### src/design/flow_ctrl_pkg.sv
package flow_ctrl_pkg;

  // Program space
  localparam int         PC_W          = 12;
  localparam logic [11:0] PC_RESET     = 12'h000;
  localparam logic [11:0] VEC_EXT      = 12'h003;
  localparam logic [11:0] VEC_TMR      = 12'h007;

  // Data RAM map
  localparam int         RAM_DEPTH     = 128;
  localparam logic [6:0] BANK0_BASE    = 7'h00;
  localparam logic [6:0] BANK1_BASE    = 7'h18;
  localparam logic [6:0] STACK_BASE    = 7'h08;
  localparam logic [2:0] SP_RESET      = 3'h0;

  // Status word field positions
  localparam int PSW_SP_LSB   = 0;
  localparam int PSW_BS_BIT   = 4;
  localparam int PSW_F0_BIT   = 5;
  localparam int PSW_AC_BIT   = 6;
  localparam int PSW_CY_BIT   = 7;
  localparam logic [7:0] PSW_RESET = 8'h08;

  // Timing
  localparam int OSC_DIV       = 480;
  localparam int ALE_DIV       = 15;
  localparam int EVENT_MIN_ALE = 3;

  // Register bus offsets
  localparam logic [7:0] ADDR_CMD   = 8'h00;
  localparam logic [7:0] ADDR_ACC   = 8'h04;
  localparam logic [7:0] ADDR_PC    = 8'h08;
  localparam logic [7:0] ADDR_PSW   = 8'h0c;
  localparam logic [7:0] ADDR_CNT   = 8'h10;
  localparam logic [7:0] ADDR_STAT  = 8'h14;
  localparam logic [7:0] ADDR_RAM   = 8'h80;
  localparam logic [7:0] ADDR_RADR  = 8'h18;

  typedef enum logic [4:0] {
    CMD_NOP      = 5'h00,
    CMD_SELECT_PROGRAM_BANK_ZERO  = 5'h01,
    CMD_SELECT_PROGRAM_BANK_ONE  = 5'h02,
    CMD_SEL_RB0  = 5'h03,
    CMD_SELECT_REGISTER_BANK_ONE  = 5'h04,
    CMD_JMP      = 5'h05,
    CMD_CALL     = 5'h06,
    CMD_RET      = 5'h07,
    CMD_RETURN_RESTORE_STATUS     = 5'h08,
    CMD_EN_I     = 5'h09,
    CMD_DIS_I    = 5'h0a,
    CMD_EN_TCNTI = 5'h0b,
    CMD_DIS_TCNTI= 5'h0c,
    CMD_RUN_T    = 5'h0d,
    CMD_RUN_CNT  = 5'h0e,
    CMD_HALT     = 5'h0f,
    CMD_LD_CNT   = 5'h10,
    CMD_RD_CNT   = 5'h11,
    CMD_JTF      = 5'h12,
    CMD_SET_F0   = 5'h13,
    CMD_CLR_F0   = 5'h14,
    CMD_SET_F1   = 5'h15,
    CMD_CLR_F1   = 5'h16,
    CMD_LD_PSW   = 5'h17,
    CMD_RD_PSW   = 5'h18,
    CMD_EN_CLK   = 5'h19,
    CMD_WR_REG   = 5'h1a,
    CMD_WR_IND   = 5'h1b,
    CMD_RD_IND   = 5'h1c
  } cmd_e;

  typedef enum logic [2:0] {
    CNT_STOP  = 3'b001,
    CNT_TIMER = 3'b010,
    CNT_EVENT = 3'b100
  } cnt_mode_e;

  typedef struct packed {
    logic [7:0]  processor_status_word;
    logic [PC_W-1:0] pc;
  } frame_s;

endpackage

### src/design/flow_ctrl.sv
`timescale 1ns/1ps
// Behaviour
// - 4 KB program space in two banks; jump/call loads bank into PC top bit.
// - Reset clears PC, SP, banks; bus floats unless strapped; ports input.
// - Reset disables interrupts, stops counter, clears flags, disables clock.
// - Active-low level interrupt sampled each strobe; calls location 3.
// - Enabled counter overflow interrupt calls location 7.
// - External request wins over simultaneous counter overflow request.
// - Taken interrupt blocks further ones until restoring return.
// - Call saves PC and four status bits in eight entries at RAM 8-23.
// - Pointer starts at RAM 8/9; write entry then increment pointer.
// - Return decrements pointer then reloads PC; restoring form restores status.
// - Timer mode counts at oscillator divided by 480.
// - Event mode counts falling edges; source keeps periods three strobes long.
// - Counter loads and reads via accumulator; reset leaves it unchanged.
// - Counter stops on reset or halt until timer or event start.
// - Running counter wraps FF to zero and keeps counting.
// - Each wrap sets overflow flag and raises timer request.
// - Jump-on-timer-flag tests and clears the flag; reset clears it.
// - Two user flags set, cleared, read back; first lives in status word.
// - Status word moves to and from accumulator.
// - Working registers at RAM 0-7, or 24-31 after bank-one select.
// - All 128 RAM locations reachable through pointer registers 0 and 1.
// - Address-latch strobe pulses exactly once per machine cycle.
module flow_ctrl
  import flow_ctrl_pkg::*;
#(
  parameter int OSC_DIVIDE = OSC_DIV,
  parameter int ALE_DIVIDE = ALE_DIV
) (
  // Clock and reset
  input  wire logic        CLK,
  input  wire logic        RST_N,
  // AXI4-Lite slave
  input  wire logic [7:0]  S_AXI_AWADDR,
  input  wire logic        S_AXI_AWVALID,
  output logic             S_AXI_AWREADY,
  input  wire logic [31:0] S_AXI_WDATA,
  input  wire logic [3:0]  S_AXI_WSTRB,
  input  wire logic        S_AXI_WVALID,
  output logic             S_AXI_WREADY,
  output logic [1:0]       S_AXI_BRESP,
  output logic             S_AXI_BVALID,
  input  wire logic        S_AXI_BREADY,
  input  wire logic [7:0]  S_AXI_ARADDR,
  input  wire logic        S_AXI_ARVALID,
  output logic             S_AXI_ARREADY,
  output logic [31:0]      S_AXI_RDATA,
  output logic [1:0]       S_AXI_RRESP,
  output logic             S_AXI_RVALID,
  input  wire logic        S_AXI_RREADY,
  // Pins
  input  wire logic        INT_N,
  input  wire logic        EVENT_COUNT_IN,
  input  wire logic        EXTERNAL_ACCESS_STRAP,
  output logic             ALE,
  output logic             BUS_OE,
  output logic             PORT_INPUT_MODE,
  output logic             TEST_ZERO_CLOCK_OUT,
  output logic [PC_W-1:0]  PC_OUT
);

  // Machine state
  logic [PC_W-1:0] pc_ff;
  logic [7:0]      psw_ff;
  logic [7:0]      acc_ff;
  logic [7:0]      cnt_ff;
  cnt_mode_e       mode_ff;
  logic            mb_ff, ovf_ff, f1_ff, tirq_ff;
  logic            ext_en_ff, tmr_en_ff, in_isr_ff, clk_en_ff;
  logic [7:0]      ram [RAM_DEPTH];
  logic [6:0]      radr_ff;
  logic [7:0]      tdiv_ff;
  logic [3:0]      adiv_ff;
  logic [8:0]      pdiv_ff;
  logic            ale_ff, ev_d_ff, tclk_ff, stbv_ff, jtf_ff;
  logic [7:0]      stbc_ff;

  // Bus slave state
  logic            aw_ff, w_ff;
  logic [7:0]      awa_ff;
  logic [31:0]     wd_ff;
  logic            wr_go;
  logic            wr_hit;

  assign wr_go = aw_ff && w_ff && !S_AXI_BVALID;

  // Decoded write command for this cycle
  cmd_e       cmd;
  logic       cmd_v;
  logic [7:0] cmd_arg;
  logic [11:0] cmd_tgt;
  always_comb begin
    cmd     = CMD_NOP;
    cmd_v   = 1'b0;
    cmd_arg = wd_ff[15:8];
    cmd_tgt = wd_ff[27:16];
    wr_hit  = 1'b1;
    if (awa_ff == ADDR_CMD) begin
      cmd_v = wr_go;
      cmd   = cmd_e'(wd_ff[4:0]);
    end else if (awa_ff == ADDR_ACC || awa_ff == ADDR_RADR) begin
      wr_hit = 1'b1;
    end else begin
      wr_hit = 1'b0;
    end
  end

  // Machine cycle strobe: one pulse per ALE_DIVIDE clocks
  always_ff @(posedge CLK or negedge RST_N) begin
    if (!RST_N) begin
      adiv_ff <= 4'h0;
      ale_ff  <= 1'b0;
    end else begin
      ale_ff  <= (adiv_ff == 4'(ALE_DIVIDE - 1));
      adiv_ff <= (adiv_ff == 4'(ALE_DIVIDE - 1)) ? 4'h0 : adiv_ff + 4'h1;
    end
  end

  // Timer prescaler
  logic tick;
  assign tick = (pdiv_ff == 9'(OSC_DIVIDE - 1));
  always_ff @(posedge CLK or negedge RST_N) begin
    if (!RST_N) pdiv_ff <= 9'h0;
    else pdiv_ff <= tick ? 9'h0 : pdiv_ff + 9'h1;
  end

  // Event input edge, qualified on the strobe so glitches between
  // machine cycles are not counted
  logic ev_fall;
  assign ev_fall = ale_ff && ev_d_ff && !EVENT_COUNT_IN;
  always_ff @(posedge CLK or negedge RST_N) begin
    if (!RST_N) ev_d_ff <= 1'b1;
    else if (ale_ff) ev_d_ff <= EVENT_COUNT_IN;
  end

  // Counter advance
  logic inc, wrap;
  assign inc  = (mode_ff == CNT_TIMER && tick) ||
                (mode_ff == CNT_EVENT && ev_fall);
  assign wrap = inc && cnt_ff == 8'hff;

  // Counter contents: no reset, only loaded by instruction
  always_ff @(posedge CLK) begin
    if (cmd_v && cmd == CMD_LD_CNT) cnt_ff <= acc_ff;
    else if (inc) cnt_ff <= cnt_ff + 8'h01;
  end

  // Counter mode
  always_ff @(posedge CLK or negedge RST_N) begin
    if (!RST_N) mode_ff <= CNT_STOP;
    else if (cmd_v) begin
      case (cmd)
        CMD_HALT:    mode_ff <= CNT_STOP;
        CMD_RUN_T:   mode_ff <= CNT_TIMER;
        CMD_RUN_CNT: mode_ff <= CNT_EVENT;
        default:     mode_ff <= mode_ff;
      endcase
    end
  end

  // Interrupt arbitration on the strobe
  logic take_ext, take_tmr, take_any;
  assign take_ext = ale_ff && !in_isr_ff && ext_en_ff && !INT_N;
  assign take_tmr = ale_ff && !in_isr_ff && tmr_en_ff && tirq_ff &&
                    !take_ext;
  assign take_any = take_ext || take_tmr;

  // Overflow flag and pending request; set wins over clear
  always_ff @(posedge CLK or negedge RST_N) begin
    if (!RST_N) begin
      ovf_ff  <= 1'b0;
      tirq_ff <= 1'b0;
    end else begin
      if (wrap) ovf_ff <= 1'b1;
      else if (cmd_v && cmd == CMD_JTF) ovf_ff <= 1'b0;
      if (wrap) tirq_ff <= 1'b1;
      else if (take_tmr || !tmr_en_ff) tirq_ff <= 1'b0;
    end
  end

  // Stack frame addresses
  logic [2:0] sp, sp_dec;
  logic [6:0] push_a, pop_a;
  assign sp     = psw_ff[PSW_SP_LSB +: 3];
  assign sp_dec = sp - 3'h1;
  assign push_a = STACK_BASE + {3'h0, sp, 1'b0};
  assign pop_a  = STACK_BASE + {3'h0, sp_dec, 1'b0};

  // Working register address
  logic [6:0] rb_base;
  assign rb_base = psw_ff[PSW_BS_BIT] ? BANK1_BASE : BANK0_BASE;

  logic do_call, do_ret;
  assign do_call = take_any || (cmd_v && cmd == CMD_CALL);
  assign do_ret  = !take_any && cmd_v && (cmd == CMD_RET || cmd == CMD_RETURN_RESTORE_STATUS);

  // Pointer register indirect address
  logic [6:0] ind_a;
  assign ind_a = ram[rb_base + {6'h0, cmd_arg[0]}][6:0];

  // Data RAM: stack pushes and register writes
  always_ff @(posedge CLK) begin
    if (do_call) begin
      ram[push_a]        <= pc_ff[7:0];
      ram[push_a + 7'h1] <= {psw_ff[7:5], psw_ff[PSW_BS_BIT], pc_ff[11:8]};
    end else if (cmd_v && cmd == CMD_WR_REG) begin
      ram[rb_base + {4'h0, cmd_arg[2:0]}] <= acc_ff;
    end else if (cmd_v && cmd == CMD_WR_IND) begin
      ram[ind_a] <= acc_ff;
    end else if (wr_go && awa_ff >= ADDR_RAM) begin
      ram[radr_ff] <= wd_ff[7:0];
    end
  end

  // Program counter and program bank
  always_ff @(posedge CLK or negedge RST_N) begin
    if (!RST_N) begin
      pc_ff <= PC_RESET;
      mb_ff <= 1'b0;
    end else if (take_ext) begin
      pc_ff <= VEC_EXT;
    end else if (take_tmr) begin
      pc_ff <= VEC_TMR;
    end else if (do_ret) begin
      pc_ff <= {ram[pop_a + 7'h1][3:0], ram[pop_a]};
    end else if (cmd_v) begin
      case (cmd)
        CMD_SELECT_PROGRAM_BANK_ZERO: mb_ff <= 1'b0;
        CMD_SELECT_PROGRAM_BANK_ONE: mb_ff <= 1'b1;
        CMD_JMP, CMD_CALL: pc_ff <= {mb_ff, cmd_tgt[10:0]};
        default: pc_ff <= pc_ff;
      endcase
    end
  end

  // Status word: stack pointer, bank select, user flag zero
  always_ff @(posedge CLK or negedge RST_N) begin
    if (!RST_N) begin
      psw_ff <= PSW_RESET;
    end else if (do_call) begin
      psw_ff[PSW_SP_LSB +: 3] <= sp + 3'h1;
    end else if (do_ret) begin
      psw_ff[PSW_SP_LSB +: 3] <= sp_dec;
      if (cmd == CMD_RETURN_RESTORE_STATUS) begin
        psw_ff[7:5]        <= ram[pop_a + 7'h1][7:5];
        psw_ff[PSW_BS_BIT] <= ram[pop_a + 7'h1][4];
      end
    end else if (cmd_v) begin
      case (cmd)
        CMD_SEL_RB0: psw_ff[PSW_BS_BIT] <= 1'b0;
        CMD_SELECT_REGISTER_BANK_ONE: psw_ff[PSW_BS_BIT] <= 1'b1;
        CMD_SET_F0:  psw_ff[PSW_F0_BIT] <= 1'b1;
        CMD_CLR_F0:  psw_ff[PSW_F0_BIT] <= 1'b0;
        CMD_LD_PSW:  psw_ff <= acc_ff | 8'h08;
        default:     psw_ff <= psw_ff;
      endcase
    end
  end

  // Interrupt enables and in-service lockout
  always_ff @(posedge CLK or negedge RST_N) begin
    if (!RST_N) begin
      ext_en_ff <= 1'b0;
      tmr_en_ff <= 1'b0;
      in_isr_ff <= 1'b0;
      f1_ff     <= 1'b0;
      clk_en_ff <= 1'b0;
    end else begin
      if (take_any) in_isr_ff <= 1'b1;
      else if (do_ret && cmd == CMD_RETURN_RESTORE_STATUS) in_isr_ff <= 1'b0;
      if (cmd_v) begin
        case (cmd)
          CMD_EN_I:      ext_en_ff <= 1'b1;
          CMD_DIS_I:     ext_en_ff <= 1'b0;
          CMD_EN_TCNTI:  tmr_en_ff <= 1'b1;
          CMD_DIS_TCNTI: tmr_en_ff <= 1'b0;
          CMD_SET_F1:    f1_ff     <= 1'b1;
          CMD_CLR_F1:    f1_ff     <= 1'b0;
          CMD_EN_CLK:    clk_en_ff <= 1'b1;
          default:       f1_ff     <= f1_ff;
        endcase
      end
    end
  end

  // Accumulator and indirect address register
  always_ff @(posedge CLK or negedge RST_N) begin
    if (!RST_N) begin
      acc_ff  <= 8'h00;
      radr_ff <= 7'h00;
      jtf_ff  <= 1'b0;
    end else begin
      if (wr_go && awa_ff == ADDR_ACC) acc_ff <= wd_ff[7:0];
      if (wr_go && awa_ff == ADDR_RADR) radr_ff <= wd_ff[6:0];
      if (cmd_v) begin
        case (cmd)
          CMD_RD_CNT: acc_ff <= cnt_ff;
          CMD_RD_PSW: acc_ff <= psw_ff;
          CMD_RD_IND: acc_ff <= ram[ind_a];
          CMD_JTF:    jtf_ff <= ovf_ff;
          default:    acc_ff <= acc_ff;
        endcase
      end
    end
  end

  // Test-zero clock output: divided clock, only once enabled
  always_ff @(posedge CLK or negedge RST_N) begin
    if (!RST_N) tclk_ff <= 1'b0;
    else tclk_ff <= clk_en_ff && (adiv_ff < 4'(ALE_DIVIDE / 2));
  end

  // AXI4-Lite write channel
  always_ff @(posedge CLK or negedge RST_N) begin
    if (!RST_N) begin
      aw_ff        <= 1'b0;
      w_ff         <= 1'b0;
      awa_ff       <= 8'h00;
      wd_ff        <= 32'h0;
      S_AXI_BVALID <= 1'b0;
      S_AXI_BRESP  <= 2'b00;
    end else begin
      if (S_AXI_AWVALID && S_AXI_AWREADY) begin
        aw_ff  <= 1'b1;
        awa_ff <= S_AXI_AWADDR;
      end
      if (S_AXI_WVALID && S_AXI_WREADY) begin
        w_ff  <= 1'b1;
        wd_ff <= S_AXI_WDATA;
      end
      if (wr_go) begin
        aw_ff        <= 1'b0;
        w_ff         <= 1'b0;
        S_AXI_BVALID <= 1'b1;
        S_AXI_BRESP  <= (wr_hit || awa_ff >= ADDR_RAM) ? 2'b00 : 2'b10;
      end else if (S_AXI_BVALID && S_AXI_BREADY) begin
        S_AXI_BVALID <= 1'b0;
      end
    end
  end
  assign S_AXI_AWREADY = !aw_ff;
  assign S_AXI_WREADY  = !w_ff;

  // AXI4-Lite read channel
  logic [31:0] rd_val;
  logic        rd_hit;
  always_comb begin
    rd_val = 32'h0;
    rd_hit = 1'b1;
    if (S_AXI_ARADDR == ADDR_ACC) rd_val = {24'h0, acc_ff};
    else if (S_AXI_ARADDR == ADDR_PC) rd_val = {20'h0, pc_ff};
    else if (S_AXI_ARADDR == ADDR_PSW) rd_val = {24'h0, psw_ff};
    else if (S_AXI_ARADDR == ADDR_CNT) rd_val = {24'h0, cnt_ff};
    else if (S_AXI_ARADDR == ADDR_STAT)
      rd_val = {24'h0, mode_ff, jtf_ff, in_isr_ff, mb_ff, f1_ff,
                ovf_ff};
    else if (S_AXI_ARADDR == ADDR_RADR) rd_val = {25'h0, radr_ff};
    else if (S_AXI_ARADDR >= ADDR_RAM) rd_val = {24'h0, ram[radr_ff]};
    else if (S_AXI_ARADDR == ADDR_CMD) rd_val = 32'h0;
    else rd_hit = 1'b0;
  end

  always_ff @(posedge CLK or negedge RST_N) begin
    if (!RST_N) begin
      S_AXI_RVALID <= 1'b0;
      S_AXI_RDATA  <= 32'h0;
      S_AXI_RRESP  <= 2'b00;
    end else if (S_AXI_ARVALID && S_AXI_ARREADY) begin
      S_AXI_RVALID <= 1'b1;
      S_AXI_RDATA  <= rd_val;
      S_AXI_RRESP  <= rd_hit ? 2'b00 : 2'b10;
    end else if (S_AXI_RVALID && S_AXI_RREADY) begin
      S_AXI_RVALID <= 1'b0;
    end
  end
  assign S_AXI_ARREADY = !S_AXI_RVALID;

  // Pin outputs, all registered
  always_ff @(posedge CLK or negedge RST_N) begin
    if (!RST_N) begin
      ALE             <= 1'b0;
      BUS_OE          <= 1'b0;
      PORT_INPUT_MODE <= 1'b1;
      PC_OUT          <= PC_RESET;
    end else begin
      ALE             <= ale_ff;
      BUS_OE          <= EXTERNAL_ACCESS_STRAP;
      PORT_INPUT_MODE <= 1'b1;
      PC_OUT          <= pc_ff;
    end
  end
  assign TEST_ZERO_CLOCK_OUT = tclk_ff;

endmodule // flow_ctrl

### config.mk
export PLATFORM = sky130hd
export DESIGN_NAME = flow_ctrl
export DESIGN_NICKNAME = d
export VERILOG_FILES = /design/src/design/flow_ctrl_pkg.sv /design/src/design/flow_ctrl.sv
export SDC_FILE = /design/constraint.sdc
export NUM_CORES = 2
export LEC_CHECK = 0
export BUFFER_PORTS_ARGS = -buffer_cell sky130_fd_sc_hd__buf_2
export CORE_UTILIZATION = 45
export DETAILED_ROUTE_END_ITERATION = 7
export PLACE_DENSITY = 0.62
export RECOVER_POWER = 100
export SLEW_MARGIN = 20
export SYNTH_ARGS = -nofsm -noshare
export SYNTH_HDL_FRONTEND = slang
export SYNTH_SLANG_ARGS = --single-unit
### constraint.sdc
create_clock -name CLK -period 12.8 [get_ports CLK]
set_clock_uncertainty 0.2 [all_clocks]
set_input_delay 2.56 -clock CLK [delete_from_list [all_inputs] [get_ports CLK]]
set_output_delay 2.56 -clock CLK [all_outputs]
set_load 0.02 [all_outputs]
==> results.md <==
* Outcome: finished with violations
* Violated checks: max-capacitance violations, max-slew violations
* Layout area overhead at 9.63%
* Net count, final at 3771
* Reg2reg start: wd_ff[8]$_DFFE_PN0P_
* First-pass DRT Iterations at 6
* Row Count at 131
* Final GP Congestion at 0.954
* Total CTS buffers at 119
* Pleak at 20.3 nW
* Post-CTS Setup Inserts at 0
* Grt ovf at 0
* CP max stage delay at 2.77 ns
* HP Start: pdiv_ff[4]$_DFF_PN0_
* DRC at 0
* Crit-path leading delay family: buffers and inverters
* Setup CP Type: reg -> reg
* CP max-delay cell: clkbuf_1
* Hold Violations, Final at 0
* Post-Synth XOR/XNOR Area at 0.212%
* Share of layout cells above drive strength 1 at 24.5%
* Synth cell types at 74
* HP Class: reg -> reg
* Comb power frac at 31.0%
* Detailed placement HPWL at 122 mm
* Critical Path RT at 13.24 ns
* Net Sw Power at 4.10 mW
* Register bit total from synthesis at 1156
* WL per Instance at 33.9 µm
* Min Clock Period, post-route at 9.30 ns
* Pint at 7.97 mW
* Synth Cell Area at 57700 µm²
* RSZ-0062 raised after global routing: false
* Largest family of logic cells by synthesized area: multiplexers
* Worst-margin pin slew at 4.47 ns
* TritonCTS clock tree: built
* Buffers on Ports at 81
* Power Dens Cells at 191 nW/µm²
* Worst slew margin at -198%
* Avg Inst Size Synth at 15.7 µm²
* Starting density of the core at 45.3%
* Syn Inst Count at 3688
* CP Max Fanout at 60
* Fmax at 108 MHz
* Synth top area cells: edfxtp_1, mux4_2, dfrtp_1
* Die width at 360 µm
* Synth area leader: edfxtp_1
* Final period util at 72.7%
* Io pins at 119
* Async SR Flop Fraction at 10.7%
* Sw Share at 34.0%
* Initial DRC Count at 5152
* Max-cap check violation count at 23
* Seq/Total Area, Yosys at 59.1%
* Die height at 360 µm
* Simple logic cell fraction of the synthesized area at 6.50%
* Final Max Slew Viols at 971
* Routed vias at 37200
* Area share of the largest cell type after synthesis at 53.7%
* Synthesis Warnings at 0
* Crit path from: wd_ff[8]$_DFFE_PN0P_
* Post-layout util at 49.7%
* Post-synthesis compound-gate area fraction at 6.47%
* CP cell instances: buf_4 -> mux4_4 -> clkbuf_1 -> clkbuf_1 -> mux2i_1 -> mux2i_1 -> a32oi_1 -> a21oi_1 -> or4_1 -> a31oi_1 -> a21oi_1
* Adder-cell area share of the yosys netlist at 0.195%
* Post-synthesis mux area share at 24.5%
* Startpoint Class: flip-flop
* Global-route wire length before repair at 263 mm
* Initial antenna violation count at 10
* Post_cts resized at 0
* Worst Setup End Kind: flip-flop
* H-tree levels at 3
* Seq pwr share at 39.4%
* Setup TNS at 0 ns
* Peak VDD IR at 0.180 mV
* CTS root buffer: clkbuf_16
* DRT Wirelength at 185 mm
* Clk buf depth at 3
* Top_reg_cell synth: edfxtp_1
* Clk pwr share at 29.5%
* Global Route Usage Sum at 28.4%
* Hold-fix buffers at CTS at 0
* Clock-pin transition on the worst setup and hold timing paths at 0.06 ns
* Endpoints failing setup at 0
* Final ANT Viol Nets at 0
* Vias in the first global route at 35700
* Largest net degree at the start of global routing at 118
* EDFF count, synth at 1032
* Buf+Inv Stages, Crit Path at 3
* Core area at 127000 µm²
* Clock Sinks at 1156
* DR vias/cell at 6.80
* Clk Latency, worst-skew pair at 0.76 ns
* CP Data Arrival Time at 9.74 ns
* Area of the die at 130000 µm²
-- worst reg2reg max path, cell delays in order, from the launching register on --
cell	delay, ns
dfrtp_1	0.33
buf_4	0.33
mux4_4	0.96
clkbuf_1	2.77
clkbuf_1	2.50
mux2i_1	0.42
mux2i_1	0.19
a32oi_1	0.20
a21oi_1	0.20
or4_1	0.77
a31oi_1	0.24
a21oi_1	0.08
-- path summary, 6_finish.rpt --
kind	to	slack (ns)	cells after the start
setup / recovery	acc_ff[1]$_DFFE_PN0P_	3.50	11
min in group asynchronous	pdiv_ff[8]$_DFF_PN0_	2.79	1
setup reg to reg	acc_ff[1]$_DFFE_PN0P_	3.50	11
hold / removal	pdiv_ff[4]$_DFF_PN0_	0.26	1
max in group asynchronous	adiv_ff[1]$_DFF_PN0_	5.16	2
hold reg to reg	pdiv_ff[4]$_DFF_PN0_	0.26	1
-- metal layers --
| metal | GRT usage [%] | vias up | share of wire, % |
|---|---|---|---|
| met5 | 0 | - | 0.037 |
| met4 | 12.2 | 12 | 4.6 |
| met3 | 6.31 | 420 | 11 |
| met2 | 43.9 | 2388 | 46 |
| met1 | 38.7 | 19300 | 38 |
| li1 | - | 15000 | - |
-- cell usage in the layout (no fill, tap or decap), types with 10 or more instances in the layout --
cell       instances
edfxtp_1        1032
mux4_2           497
nand2_1          364
nor2_1           221
mux2i_1          164
o21ai_0          123
clkbuf_16        122
dfrtp_1          118
mux2_2           111
a21oi_1          103
nand3_1           85
clkbuf_1          80
a211oi_1          60
buf_4             60
nor2b_1           51
buf_2             44
a22oi_1           42
a31oi_1           39
a221oi_1          39
nor3_1            31
a311oi_1          26
inv_1             25
clkinv_1          24
clkinv_2          24
conb_1            23
nand4_1           19
a32oi_1           18
bufinv_16         14
nand2b_1          12
o21ai_1           11
o22ai_1           11
a2111oi_0         11
and3_1            10
-- cells by family after synthesis --
family | after synthesis
compound gates | 560
xor+xnor | 14
fa+ha+maj | 9
buf+inv | 326
flops | 1156
mux | 776
other cells | 2
simple gates | 845
-- sequential cells by signal, indices dropped and copies added (netlist names), 4 cells and up --
| name | cells |
|---|---|
| psw_ff | 7 |
| cnt_ff | 8 |
| adiv_ff | 4 |
| wd_ff | 22 |
| radr_ff | 7 |
| acc_ff | 8 |
| awa_ff | 8 |
| ram | 1024 |
| pdiv_ff | 9 |
| pc_ff | 12 |
| S_AXI_RDATA | 12 |
| PC_OUT | 12 |
-- cell usage after synthesis, types with 7 or more instances --
master / instances
a2111oi_0: 11
a211oi_1: 60
a21oi_1: 103
a221oi_1: 39
a22oi_1: 42
a311oi_1: 26
a31oi_1: 43
a32oi_1: 18
and2_1: 7
and3_1: 10
buf_1: 31
buf_2: 66
buf_4: 47
buf_6: 31
clkbuf_1: 123
dfrtp_1: 122
edfxtp_1: 1032
ha_1: 9
inv_1: 25
mux2_2: 112
mux2i_1: 163
mux4_2: 500
nand2_1: 364
nand2b_1: 12
nand3_1: 85
nand4_1: 18
nor2_1: 223
nor2b_1: 53
nor3_1: 32
nor4_1: 9
o21a_1: 8
o21ai_0: 113
o21ai_1: 22
o22ai_1: 11
o31ai_1: 9
xor2_1: 9
-- area by class of cell --
type / count / area, µm²
Antenna cell: 2 / 5.00
Clock buffer: 145 / 3190
Clock inverter: 77 / 766
Fill cell: 10600 / 64100
Inverter: 27 / 104
Multi-Input combinational cell: 2227 / 22100
Sequential cell: 1156 / 34100
Tap cell: 1662 / 2080
Timing Repair Buffer: 169 / 963
-- per-stage QoR --
| stage | instances | hold WS [ns] | setup WS (ns) | cell area [µm²] | power [mW] |
|---|---|---|---|---|---|
| floorplan | 3709 | 0.152 | 4.39 | 57800 | 7.19 |
| global placement | 5240 | 0.255 | 5.87 | 59500 | 8.43 |
| detailed placement | 5240 | 0.266 | 5.83 | 59500 | 8.46 |
| CTS | 5462 | 0.271 | 6.62 | 63500 | 12.0 |
| global route | 5463 | 0.300 | 3.19 | 63300 | 12.4 |
| finish | 5465 | 0.264 | 3.50 | 63300 | 12.1 |
-- power groups by stage --
stage	clock (mW)	sequential, mW	combinational, mW
final	3.57	4.76	3.74
after global routing	3.72	4.77	3.86
after CTS	3.59	4.72	3.67
after detailed placement	0	4.80	3.66
after global placement	0	4.80	3.63
after floorplan	0	4.80	2.39
Note: power is estimated with default switching activity, not from simulation.
